File: config.mk
export PLATFORM = sky130hd
export DESIGN_NAME = stcf_csr
export DESIGN_NICKNAME = d
export VERILOG_FILES = /design/src/pkg/stcf_pkg.sv /design/src/hw/stcf_csr.sv
export SDC_FILE = /design/constraint.sdc
export NUM_CORES = 1
export LEC_CHECK = 0
export BUFFER_PORTS_ARGS = -buffer_cell sky130_fd_sc_hd__buf_2
export CORE_MARGIN = 2
export CORE_UTILIZATION = 46
export DETAILED_ROUTE_END_ITERATION = 6
export GPL_TIMING_DRIVEN = 0
export PLACE_DENSITY_LB_ADDON = 0.15
export RECOVER_POWER = 100
export SLEW_MARGIN = 10
export SYNTH_ARGS = -nofsm -noshare
export SYNTH_HDL_FRONTEND = slang
export SYNTH_SLANG_ARGS = --single-unit
File: constraint.sdc
create_clock -name pclk -period 1.9 [get_ports pclk]
set_input_delay 0.38 -clock pclk [delete_from_list [all_inputs] [get_ports pclk]]
set_output_delay 0.38 -clock pclk [all_outputs]
set_load 0.05 [all_outputs]
File: src/pkg/stcf_pkg.sv
package stcf_pkg;
  // ****************************************
  // register map
  // ****************************************
  localparam logic [11:0] STCF_TRAP_PC_ADDR = 12'h000;
  localparam logic [11:0] STCF_CAUSE_ADDR = 12'h004;
  localparam logic [11:0] STCF_FAULT_ADDR_ADDR = 12'h008;
  localparam logic [11:0] STCF_ROOT_ADDR = 12'h00C;
  localparam logic [11:0] STCF_FENCE_STAT_ADDR = 12'h010;
  localparam logic [11:0] STCF_CONFIG_ADDR = 12'h014;

  localparam int STCF_XLEN = 32;
  localparam int STCF_CODE_W = 31;
  localparam int STCF_INTR_BIT = 31;
  localparam int STCF_ADDRESS_SPACE_IDENTIFIER_LSB = 22;
  localparam int STCF_ADDRESS_SPACE_IDENTIFIER_W = 10;
  localparam int STCF_PPN_W = 22;

  // implemented widths; upper bits stay zero
  localparam logic [9:0] STCF_ADDRESS_SPACE_IDENTIFIER_IMPL_MASK = 10'h0FF;
  localparam logic [21:0] STCF_PPN_IMPL_MASK = 22'h0F_FFFF;

  localparam logic [31:0] STCF_PC_MASK_COMP = 32'hFFFF_FFFE;
  localparam logic [31:0] STCF_PC_MASK_FULL = 32'hFFFF_FFFC;

  // ****************************************
  // cause codes
  // ****************************************
  localparam logic [3:0] STCF_EX_FETCH_MISALIGN = 4'h0;
  localparam logic [3:0] STCF_EX_FETCH_ACCESS = 4'h1;
  localparam logic [3:0] STCF_EX_ILLEGAL = 4'h2;
  localparam logic [3:0] STCF_EX_BREAKPOINT = 4'h3;
  localparam logic [3:0] STCF_EX_LOAD_ACCESS = 4'h5;
  localparam logic [3:0] STCF_EX_AMO_MISALIGN = 4'h6;
  localparam logic [3:0] STCF_EX_STORE_ACCESS = 4'h7;
  localparam logic [3:0] STCF_EX_ECALL = 4'h8;
  localparam int STCF_NUM_EXC = 8;
  localparam int STCF_NUM_IRQ = 6;

  // ****************************************
  // fence instruction fields
  // ****************************************
  localparam logic [11:0] STCF_FENCE_FUNCT12 = 12'h104;
  localparam logic [2:0] STCF_PRIVILEGED_FUNCTION_CODE_FUNCT3 = 3'h0;
  localparam logic [6:0] STCF_SYSTEM_OPCODE = 7'h73;
  localparam logic [4:0] STCF_ZERO_REG = 5'h00;
endpackage

File: src/hw/stcf_csr.sv
`timescale 1ns/1ns
// Notes on behaviour
// - trap pc bit zero always reads zero
// - no compressed support: low two bits zero
// - trap loads trap pc with faulting pc
// - cause: interrupt flag top, code below
// - cause code keeps only supported codes
// - interrupt codes 0,1,4,5,8,9 only
// - exception codes, priority in listed order
// - listed exceptions write fault address
// - other exceptions leave fault address alone
// - fetch fault address is faulting part
// - root holds page number and space id
// - 32-bit: id 31:22, page 21:0
// - 64-bit layout; not built here
// - unimplemented page bits read zero
// - space id width set by mask
// - decode fence from instruction fields
// - earlier stores before later walks
// - earlier implicit writes before later accesses
// - flush only local translation cache
// - nonzero id scopes flush to it
// - zero register source flushes all addresses
// - other source flushes leaf of address
module stcf_csr
  import stcf_pkg::*;
(
  input wire logic pclk,
  input wire logic presetn,
  input wire logic psel,
  input wire logic penable,
  input wire logic pwrite,
  input wire logic [11:0] paddr,
  input wire logic [31:0] pwdata,
  input wire logic [3:0] pstrb,
  output logic [31:0] prdata,
  output logic pready,
  output logic pslverr,
  input wire logic trap_valid,
  input wire logic trap_is_irq,
  input wire logic [STCF_NUM_EXC-1:0] trap_exc_vec,
  input wire logic [STCF_NUM_IRQ-1:0] trap_irq_vec,
  input wire logic [31:0] trap_pc,
  input wire logic [31:0] trap_fault_addr,
  input wire logic instr_valid,
  input wire logic [31:0] instr_word,
  input wire logic [31:0] fence_address_source_value,
  input wire logic stores_drained,
  input wire logic implicit_writes_drained,
  output logic fence_busy,
  output logic fence_done,
  output logic tlb_flush,
  output logic tlb_flush_all_address_space_identifier,
  output logic tlb_flush_all_va,
  output logic [9:0] tlb_flush_address_space_identifier,
  output logic [31:0] tlb_flush_vaddr,
  output logic [9:0] address_space_identifier,
  output logic [21:0] root_ppn
);

  // ****************************************
  // state
  // ****************************************
  typedef enum logic [1:0] {
    STCF_IDLE, STCF_DRAIN, STCF_FLUSH
  } stcf_state_t;

  logic [31:0] supervisor_trap_pc;
  logic [31:0] supervisor_trap_cause;
  logic [31:0] supervisor_fault_address;
  logic [31:0] supervisor_translation_root;
  logic compressed_en;
  logic [31:0] fence_count;
  stcf_state_t state;
  logic [9:0] held_address_space_identifier;
  logic [31:0] held_va;
  logic held_all_va;

  logic wr_en;
  logic [31:0] wmask;
  logic [31:0] pc_mask;
  logic [3:0] exc_code;
  logic exc_any;
  logic exc_sets_addr;
  logic [3:0] irq_code;
  logic code_ok;
  logic is_fence;

  assign pready = 1'b1;
  assign wr_en = psel & penable & pwrite;
  assign wmask = {{8{pstrb[3]}}, {8{pstrb[2]}}, {8{pstrb[1]}},
    {8{pstrb[0]}}};
  assign pc_mask = compressed_en ? STCF_PC_MASK_COMP
    : STCF_PC_MASK_FULL;

  // ****************************************
  // exception and interrupt priority
  // ****************************************
  always_comb begin
    exc_code = STCF_EX_ECALL;
    exc_any = 1'b1;
    unique casez (trap_exc_vec)
      8'b???????1: exc_code = STCF_EX_FETCH_MISALIGN;
      8'b??????10: exc_code = STCF_EX_FETCH_ACCESS;
      8'b?????100: exc_code = STCF_EX_ILLEGAL;
      8'b????1000: exc_code = STCF_EX_BREAKPOINT;
      8'b???10000: exc_code = STCF_EX_LOAD_ACCESS;
      8'b??100000: exc_code = STCF_EX_AMO_MISALIGN;
      8'b?1000000: exc_code = STCF_EX_STORE_ACCESS;
      8'b10000000: exc_code = STCF_EX_ECALL;
      default: exc_any = 1'b0;
    endcase
  end

  // listed faults capture address; illegal and ecall do not
  assign exc_sets_addr = exc_any && (exc_code != STCF_EX_ILLEGAL)
    && (exc_code != STCF_EX_ECALL);

  always_comb begin
    irq_code = 4'h9;
    unique casez (trap_irq_vec)
      6'b1?????: irq_code = 4'h9;
      6'b01????: irq_code = 4'h8;
      6'b001???: irq_code = 4'h5;
      6'b0001??: irq_code = 4'h4;
      6'b00001?: irq_code = 4'h1;
      6'b000001: irq_code = 4'h0;
      default: irq_code = 4'h9;
    endcase
  end

  // supported codes for a software write of the cause register
  always_comb begin
    code_ok = 1'b0;
    if (pwdata[30:4] == 27'h000_0000) begin
      if (pwdata[STCF_INTR_BIT]) begin
        code_ok = (pwdata[3:0] == 4'h0) || (pwdata[3:0] == 4'h1)
          || (pwdata[3:0] == 4'h4) || (pwdata[3:0] == 4'h5)
          || (pwdata[3:0] == 4'h8) || (pwdata[3:0] == 4'h9);
      end else begin
        code_ok = (pwdata[3:0] <= STCF_EX_ECALL)
          && (pwdata[3:0] != 4'h4);
      end
    end
  end

  // ****************************************
  // trap program counter
  // ****************************************
  always_ff @(posedge pclk or negedge presetn) begin
    if (!presetn) begin
      supervisor_trap_pc <= 32'h0000_0000;
    end else if (trap_valid) begin
      supervisor_trap_pc <= trap_pc & pc_mask;
    end else if (wr_en && paddr == STCF_TRAP_PC_ADDR) begin
      supervisor_trap_pc <= ((supervisor_trap_pc & ~wmask)
        | (pwdata & wmask)) & pc_mask;
    end
  end

  // ****************************************
  // cause
  // ****************************************
  always_ff @(posedge pclk or negedge presetn) begin
    if (!presetn) begin
      supervisor_trap_cause <= 32'h0000_0000;
    end else if (trap_valid && (trap_is_irq || exc_any)) begin
      supervisor_trap_cause <= {trap_is_irq, 27'h000_0000,
        trap_is_irq ? irq_code : exc_code};
    end else if (wr_en && paddr == STCF_CAUSE_ADDR && code_ok) begin
      supervisor_trap_cause <= pwdata;
    end
  end

  // ****************************************
  // fault address
  // ****************************************
  always_ff @(posedge pclk or negedge presetn) begin
    if (!presetn) begin
      supervisor_fault_address <= 32'h0000_0000;
    end else if (trap_valid && !trap_is_irq && exc_sets_addr) begin
      supervisor_fault_address <= trap_fault_addr;
    end else if (wr_en && paddr == STCF_FAULT_ADDR_ADDR) begin
      supervisor_fault_address <= (supervisor_fault_address & ~wmask)
        | (pwdata & wmask);
    end
  end

  // ****************************************
  // translation root
  // ****************************************
  always_ff @(posedge pclk or negedge presetn) begin
    if (!presetn) begin
      supervisor_translation_root <= 32'h0000_0000;
    end else if (wr_en && paddr == STCF_ROOT_ADDR) begin
      supervisor_translation_root <= {
        pwdata[31:STCF_ADDRESS_SPACE_IDENTIFIER_LSB] & STCF_ADDRESS_SPACE_IDENTIFIER_IMPL_MASK,
        pwdata[STCF_ADDRESS_SPACE_IDENTIFIER_LSB-1:0] & STCF_PPN_IMPL_MASK};
    end
  end

  assign address_space_identifier =
    supervisor_translation_root[31:STCF_ADDRESS_SPACE_IDENTIFIER_LSB];
  assign root_ppn = supervisor_translation_root[STCF_ADDRESS_SPACE_IDENTIFIER_LSB-1:0];

  // ****************************************
  // configuration
  // ****************************************
  always_ff @(posedge pclk or negedge presetn) begin
    if (!presetn) begin
      compressed_en <= 1'b0;
    end else if (wr_en && paddr == STCF_CONFIG_ADDR && pstrb[0]) begin
      compressed_en <= pwdata[0];
    end
  end

  // ****************************************
  // translation fence
  // ****************************************
  assign is_fence = instr_valid
    && instr_word[31:20] == STCF_FENCE_FUNCT12
    && instr_word[14:12] == STCF_PRIVILEGED_FUNCTION_CODE_FUNCT3
    && instr_word[11:7] == STCF_ZERO_REG
    && instr_word[6:0] == STCF_SYSTEM_OPCODE;

  always_ff @(posedge pclk or negedge presetn) begin
    if (!presetn) begin
      state <= STCF_IDLE;
      held_address_space_identifier <= 10'h000;
      held_va <= 32'h0000_0000;
      held_all_va <= 1'b0;
    end else begin
      unique case (state)
        STCF_IDLE: begin
          if (is_fence) begin
            state <= STCF_DRAIN;
            held_address_space_identifier <= address_space_identifier;
            held_va <= fence_address_source_value;
            held_all_va <= instr_word[19:15] == STCF_ZERO_REG;
          end
        end
        STCF_DRAIN: begin
          if (stores_drained && implicit_writes_drained) begin
            state <= STCF_FLUSH;
          end
        end
        STCF_FLUSH: state <= STCF_IDLE;
      endcase
    end
  end

  // local-only flush request, scoped by space id and address
  assign fence_busy = state != STCF_IDLE;
  assign tlb_flush = state == STCF_FLUSH;
  assign fence_done = state == STCF_FLUSH;
  assign tlb_flush_all_address_space_identifier = held_address_space_identifier == 10'h000;
  assign tlb_flush_all_va = held_all_va;
  assign tlb_flush_address_space_identifier = held_address_space_identifier;
  assign tlb_flush_vaddr = held_va;

  always_ff @(posedge pclk or negedge presetn) begin
    if (!presetn) begin
      fence_count <= 32'h0000_0000;
    end else if (state == STCF_FLUSH) begin
      fence_count <= fence_count + 32'h0000_0001;
    end
  end

  // ****************************************
  // apb read and errors
  // ****************************************
  always_ff @(posedge pclk or negedge presetn) begin
    if (!presetn) begin
      prdata <= 32'h0000_0000;
    end else if (psel && !penable && !pwrite) begin
      unique case (paddr)
        STCF_TRAP_PC_ADDR: prdata <= supervisor_trap_pc & pc_mask;
        STCF_CAUSE_ADDR: prdata <= supervisor_trap_cause;
        STCF_FAULT_ADDR_ADDR: prdata <= supervisor_fault_address;
        STCF_ROOT_ADDR: prdata <= supervisor_translation_root;
        STCF_FENCE_STAT_ADDR: prdata <= fence_count;
        STCF_CONFIG_ADDR: prdata <= {31'h0000_0000, compressed_en};
        default: prdata <= 32'h0000_0000;
      endcase
    end
  end

  always_comb begin
    pslverr = 1'b0;
    if (psel && penable) begin
      pslverr = !(paddr == STCF_TRAP_PC_ADDR || paddr == STCF_CAUSE_ADDR
        || paddr == STCF_FAULT_ADDR_ADDR || paddr == STCF_ROOT_ADDR
        || paddr == STCF_CONFIG_ADDR
        || (paddr == STCF_FENCE_STAT_ADDR && !pwrite));
    end
  end

endmodule

==> Yosys cells after proc, flatten, opt, wreduce, memory -nomap -nowiden <==
Cells that the tools add are included.
{ "word_totals": {"ff_bits": 232, "out_inout_bits": 113} }
{ "op_classes": {"add_sub_neg": 1, "magnitude_cmp": 1, "n_eq_ne": 31, "n_mux": 18, "bitwise_logic": 11, "n_reduce_logical": 52} }
{ "ops": {"columns": ["cell", "n"], "rows": [
  ["32-bit AND", 6],
  ["32-bit two-way mux", 6],
  ["32-bit case mux with 6 select lines", 1],
  ["32-bit bitwise OR", 2],
  ["32-bit by 1-bit adder with 32-bit output (second input constant)", 1],
  ["32-bit NOT", 1],
  ["4-bit case mux with 7 select lines", 1],
  ["27-bit zero test", 1],
  ["12-bit by 4-bit equality test with 1-bit output (second input constant)", 2],
  ["12-bit by 5-bit equality test with 1-bit output (second input constant)", 2],
  ["1-bit logical AND", 22],
  ["4-bit case mux with 5 select lines", 1],
  ["7-bit equality test (second input constant)", 2],
  ["12-bit by 3-bit equality test with 1-bit output (second input constant)", 1],
  ["12-bit by 9-bit equality test with 1-bit output (second input constant)", 1],
  ["4-bit equality test (second input constant)", 3],
  ["12-bit zero test", 1],
  ["1-bit logical OR", 11],
  ["10-bit zero test", 1],
  ["5-bit zero test", 2],
  ["4-bit by 1-bit equality test with 1-bit output (second input constant)", 2],
  ["4-bit by 3-bit equality test with 1-bit output (second input constant)", 2],
  ["8-bit equality test (second input constant)", 1],
  ["2-bit nonzero test", 4],
  ["24 further kinds", 37]
]} }

==> Logic depth before layout (Yosys ltp) <==
{ "depth": {"word_depth": 11, "depth_mapped": 9, "depth_no_buf": 7} }

==> Worst setup path before layout <==
No wires, ideal clock.
{ "synth_timing": {"kind": "reg2reg", "start": "register state[0]", "end": "register fence_count[26]", "setup_time_ns": 0.123, "t_arrival_ns": 2.284, "slack_ns": -0.508, "path_stages_with_launch": 9, "synth_period_minus_slack_ns": 2.408, "cell_sequence": "dfrtp_1 inv_1 ha_1 nand3_1 nor3_1 and2_1 clkbuf_1 nand4_1 xnor2_1"} }
{ "synth_between": {"elab_chain_cells": 1} }
{ "synth_rtl": {"columns": ["element", "line", "rtl"], "rows": [
  ["start: declaration", "stcf_csr.sv:74", "stcf_state_t state;"],
  ["start signal: assignment", "stcf_csr.sv:228", "state <= STCF_IDLE;"],
  ["start signal: assignment", "stcf_csr.sv:236", "state <= STCF_DRAIN;"],
  ["start signal: assignment", "stcf_csr.sv:244", "state <= STCF_FLUSH;"],
  ["2-bit equality test", null, null],
  ["net fence_done", "stcf_csr.sv:51", "output logic fence_done,"],
  ["end signal: assignment", "stcf_csr.sv:265", "fence_count <= fence_count + 32'h0000_0001;"],
  ["end: declaration", "stcf_csr.sv:73", "logic [31:0] fence_count;"]
]} }
The timed path passes the listed nets, and every way through them passes these cells.
A chain may end at the register's enable or synchronous reset.

==> Worst setup path in the final report <==
{ "layout_timing": {"start": "input port paddr[0]", "end": "output port pslverr"} }
{ "layout_between": {"elab_chain_cells": 8} }
{ "layout_rtl": {"columns": ["element", "line", "rtl"], "rows": [
  ["start: declaration", "stcf_csr.sv:33", "input wire logic [11:0] paddr,"],
  ["12-bit by 3-bit equality test with 1-bit output / 12-bit zero test (equally long branches)", "stcf_csr.sv:291", "pslverr = !(paddr == STCF_TRAP_PC_ADDR || paddr == STCF_CAUSE_ADDR"],
  ["1-bit logical OR", "stcf_csr.sv:291", null],
  ["1-bit logical OR (2 in series)", "stcf_csr.sv:292", "|| paddr == STCF_FAULT_ADDR_ADDR || paddr == STCF_ROOT_ADDR"],
  ["1-bit logical OR", "stcf_csr.sv:293", "|| paddr == STCF_CONFIG_ADDR"],
  ["1-bit logical OR (*)", "stcf_csr.sv:294", "|| (paddr == STCF_FENCE_STAT_ADDR && !pwrite));"],
  ["1-bit zero test (*)", "stcf_csr.sv:291", null],
  ["1-bit two-way mux (*)", "stcf_csr.sv:290", "if (psel && penable) begin"],
  ["end: declaration", "stcf_csr.sv:38", "output logic pslverr,"]
]} }
Mark *: on every way between the ends. The rest lies on a longest branch, timed or not.

==> results.yml <==
global_route:
  first_global_vias: 9083
  track_usage_pct: 26.7
  grt_pass1_wl_um: 51200
  antenna_found_initial: 2
  grt-ovfl-total: 0
  grt_start_max_net_pins: 104
setup_path:
  worstSetupPathType: "in2out"
  crit_arrival_ns: 1.79
  r2r_slack_ns: -0.04
  cp.required_ns: 1.52
  r2r_start: "state[0]"
  critPathMaxFanout: 3
  endpoint_kind: "output pin"
  crit_path_start: "paddr[0]"
  startpoint_type: "primary input"
pwr:
  power.leakage_uw: 0.00753
  peakVddDrop_v: 0.000518
  fin_total_pwr_uw: 11900
  powerDensity_nw_per_um2: 789
synthesis:
  avgSynthCellArea_um2: 11.7
  synth-xor-area-share_pct: 2.47
  synthCells: 941
  synth_compound_area_share_pct: 11.4
  synth_cell_types: 61
  seq_area_frac_synth_pct: 52.6
  synth_edf_count: 0
  synth_top_family_by_area: "multiplexers"
  synthAdderAreaFrac_pct: 0.570
  yosys.area_share.simple_pct: 12.7
  netlist_area_um2: 11000
  ys_async_sr_fraction_pct: 100
  muxShareOfSynthArea_pct: 17.0
  synth-seq-cells: 231
  synth_ff_type: "dfrtp_1"
  synth_warnings: 0
clock_network:
  clk_latency_ns: 0.52
  ctsLongestPathBuffers: 3
  clock_sinks: 231
  cts_made_buffers: 25
  cts_tree: "done"
  clk_pin_slew_ns: 0.06
  cts_root_buf: "clkbuf_16"
  ctsHtreeMaxLevel: 1
floorplan:
  fp.dieH_um: 159
  rows: 56
  floorplan.initialDensity_pct: 46.8
  coreArea_um2: 23500
  fp.dieW_um: 159
  io_pins: 313
  die_area_um2: 25100
finish:
  nets: 1539
  antenna_cells: 0
  drive_gt1_share_pct: 41.3
  syn_to_final_growth_pct: 37.0
  final_area_um2: 15000
  fillCellCount: 1939
outcome:
  status: "complete, but fails checks"
  failed_checks: "setup timing"
timing:
  finalSetupViolCount: 177
  max_freq_mhz: 460
  rsz0062_at_grt: "yes"
  finalHoldViolCount: 0
  relSlewSlack_pct: 45.4
  layout_setup_ws_ns: -0.273
  skew_ns: 0.0104
  period_share_pct: 114
  slew_viol_final: 0
  worst_slew_pin_slew_ns: 0.819
  period_minus_slack_ns: 2.17
place:
  place_congestion: 0.858
  io_buffers: 301
  dpl.hpwl_um: 24000
  placed_area_um2: 13200
routing:
  dr.pass1.iters: 7
  wl_per_cell_um: 20.7
  num_vias: 9135
  ant_nets: 0
  wl_um: 34600
  vias_per_cell: 5.48
  drt_iter0_markers: 616
  drc: 0
min_path:
  min_from: "trap_pc[5]"
  hold_path_class: "in2reg"
run:
  max_cap_viol_count: 0
-- repair_timing --
item	in CTS	in global routing
endpoints found under the hold margin	57	0
setup buffers	44	9
resized for setup	122	57
setup endpoints to repair	216	175
hold buffers	1	0
cloned	5	3
pin swaps	54	19
-- metal layers --
layer	part of all wire, %	track usage (%)
met3	6.4	4.44
met4	2.4	7.29
met1	43	35.7
met5	0.061	0
met2	49	45.2
-- area by class of cell --
| class | instances | area (µm²) | share of cell area (%) |
|---|---|---|---|
| inverter | 9 | 38.8 | 0.258 |
| clock buffer | 38 | 764 | 5.08 |
| clock inverter | 3 | 65.1 | 0.433 |
| sequential | 231 | 5780 | 38.4 |
| multi-input combinational | 645 | 5220 | 34.7 |
| tap | 319 | 399 | 2.65 |
| buffer | 57 | 554 | 3.69 |
| timing repair buffer | 365 | 2220 | 14.7 |
-- where the power goes --
group	internal [µW]	switching (µW)	leakage, µW
clock	3010	1920	0.000410
sequential	5170	202	0.00305
combinational	701	870	0.00407
total	8880	2990	0.00753
-- cells in the mapped netlist, types with 3 or more instances --
| cell | count | share of area, % |
|---|---|---|
| and4_1 | 6 | 0.48 |
| a21boi_0 | 4 | 0.27 |
| nand2_1 | 81 | 2.8 |
| buf_1 | 3 | 0.10 |
| inv_1 | 8 | 0.27 |
| nand3_2 | 4 | 0.36 |
| nor4bb_1 | 3 | 0.27 |
| a21oi_1 | 38 | 1.7 |
| o21ai_1 | 6 | 0.27 |
| xnor2_1 | 25 | 2.0 |
| o41ai_1 | 3 | 0.24 |
| or4_1 | 7 | 0.48 |
| ha_1 | 5 | 0.57 |
| nor4_4 | 3 | 0.58 |
| mux2_2 | 80 | 8.2 |
| nor4_1 | 7 | 0.40 |
| or3b_2 | 3 | 0.24 |
| buf_2 | 6 | 0.27 |
| nand2b_1 | 4 | 0.23 |
| buf_4 | 13 | 0.89 |
| nor2_1 | 44 | 1.5 |
| mux2i_1 | 63 | 5.7 |
| nand4_1 | 14 | 0.80 |
| nand4_2 | 3 | 0.34 |
| a221oi_1 | 26 | 2.1 |
| nand3_1 | 13 | 0.59 |
| mux2_4 | 22 | 3.0 |
| xor2_1 | 6 | 0.48 |
| dfrtp_1 | 231 | 53 |
| and2_1 | 32 | 1.8 |
| o21ai_0 | 61 | 2.8 |
| clkbuf_1 | 35 | 1.2 |
| and3_1 | 6 | 0.34 |
| buf_6 | 4 | 0.41 |
| nor3_1 | 8 | 0.36 |
| a222oi_1 | 6 | 0.55 |
| a22o_1 | 27 | 2.2 |
-- critical path, cell delays in order --
cell     delay [ns]
buf_6          0.09
or4_4          0.55
or3_4          0.42
a21oi_2        0.14
nor2_2         0.06
buf_6          0.15
-- path summary, 6_finish.rpt --
path                       cells past startpoint                  to
min reg2reg                                    2           prdata[6]
max reg2reg                                    8     fence_count[30]
max in group asynchronous                      3           async pin
min in group asynchronous                      2  tlb_flush_vaddr[7]
min                                            3                flop
max                                            6             pslverr
-- cells by family after synthesis --
family          after synthesis
buf+inv                      70
flops                       231
other cells                   2
simple gates                249
xor+xnor                     31
mux                         165
compound gates              188
fa+ha+maj                     5
-- cell usage in the layout (no fill, tap or decap), types with 7 or more instances in the layout --
cell type	synthesis	routed
clkbuf_16	0	29
nand2_1	81	81
conb_1	2	7
a221oi_1	26	15
mux2_4	22	22
mux2_2	80	80
o21ai_2	0	8
nand4_1	14	14
a221oi_2	0	11
buf_12	0	13
nor2_1	44	42
inv_1	8	7
mux2i_1	63	63
buf_6	4	23
clkbuf_8	0	15
xnor2_1	25	25
clkbuf_2	0	43
buf_8	0	11
and2_4	0	21
and2_1	32	11
dfrtp_1	231	231
buf_2	6	195
nand3_1	13	10
a21oi_1	38	37
nor3_1	8	7
buf_4	13	32
o21ai_1	6	53
a22o_1	27	27
clkbuf_1	35	89
-- per-stage QoR --
stage	cells	utilization [%]	setup TNS [ns]	hold slack, ns	setup WS (ns)
2_1_floorplan	946	-	-56.76	0.0844	-0.459
3_3_place_gp	1566	56.0	-1008.27	0.463	-3.70
3_5_place_dp	1568	56.3	-161.25	0.347	-1.18
4_1_cts	1656	63.6	-23.44	0.0651	-0.330
5_1_grt	1667	64.1	-28.55	0.0814	-0.306
6_report	1667	64.1	-14.48	0.0808	-0.273
Power figures use the tool's default switching activity.
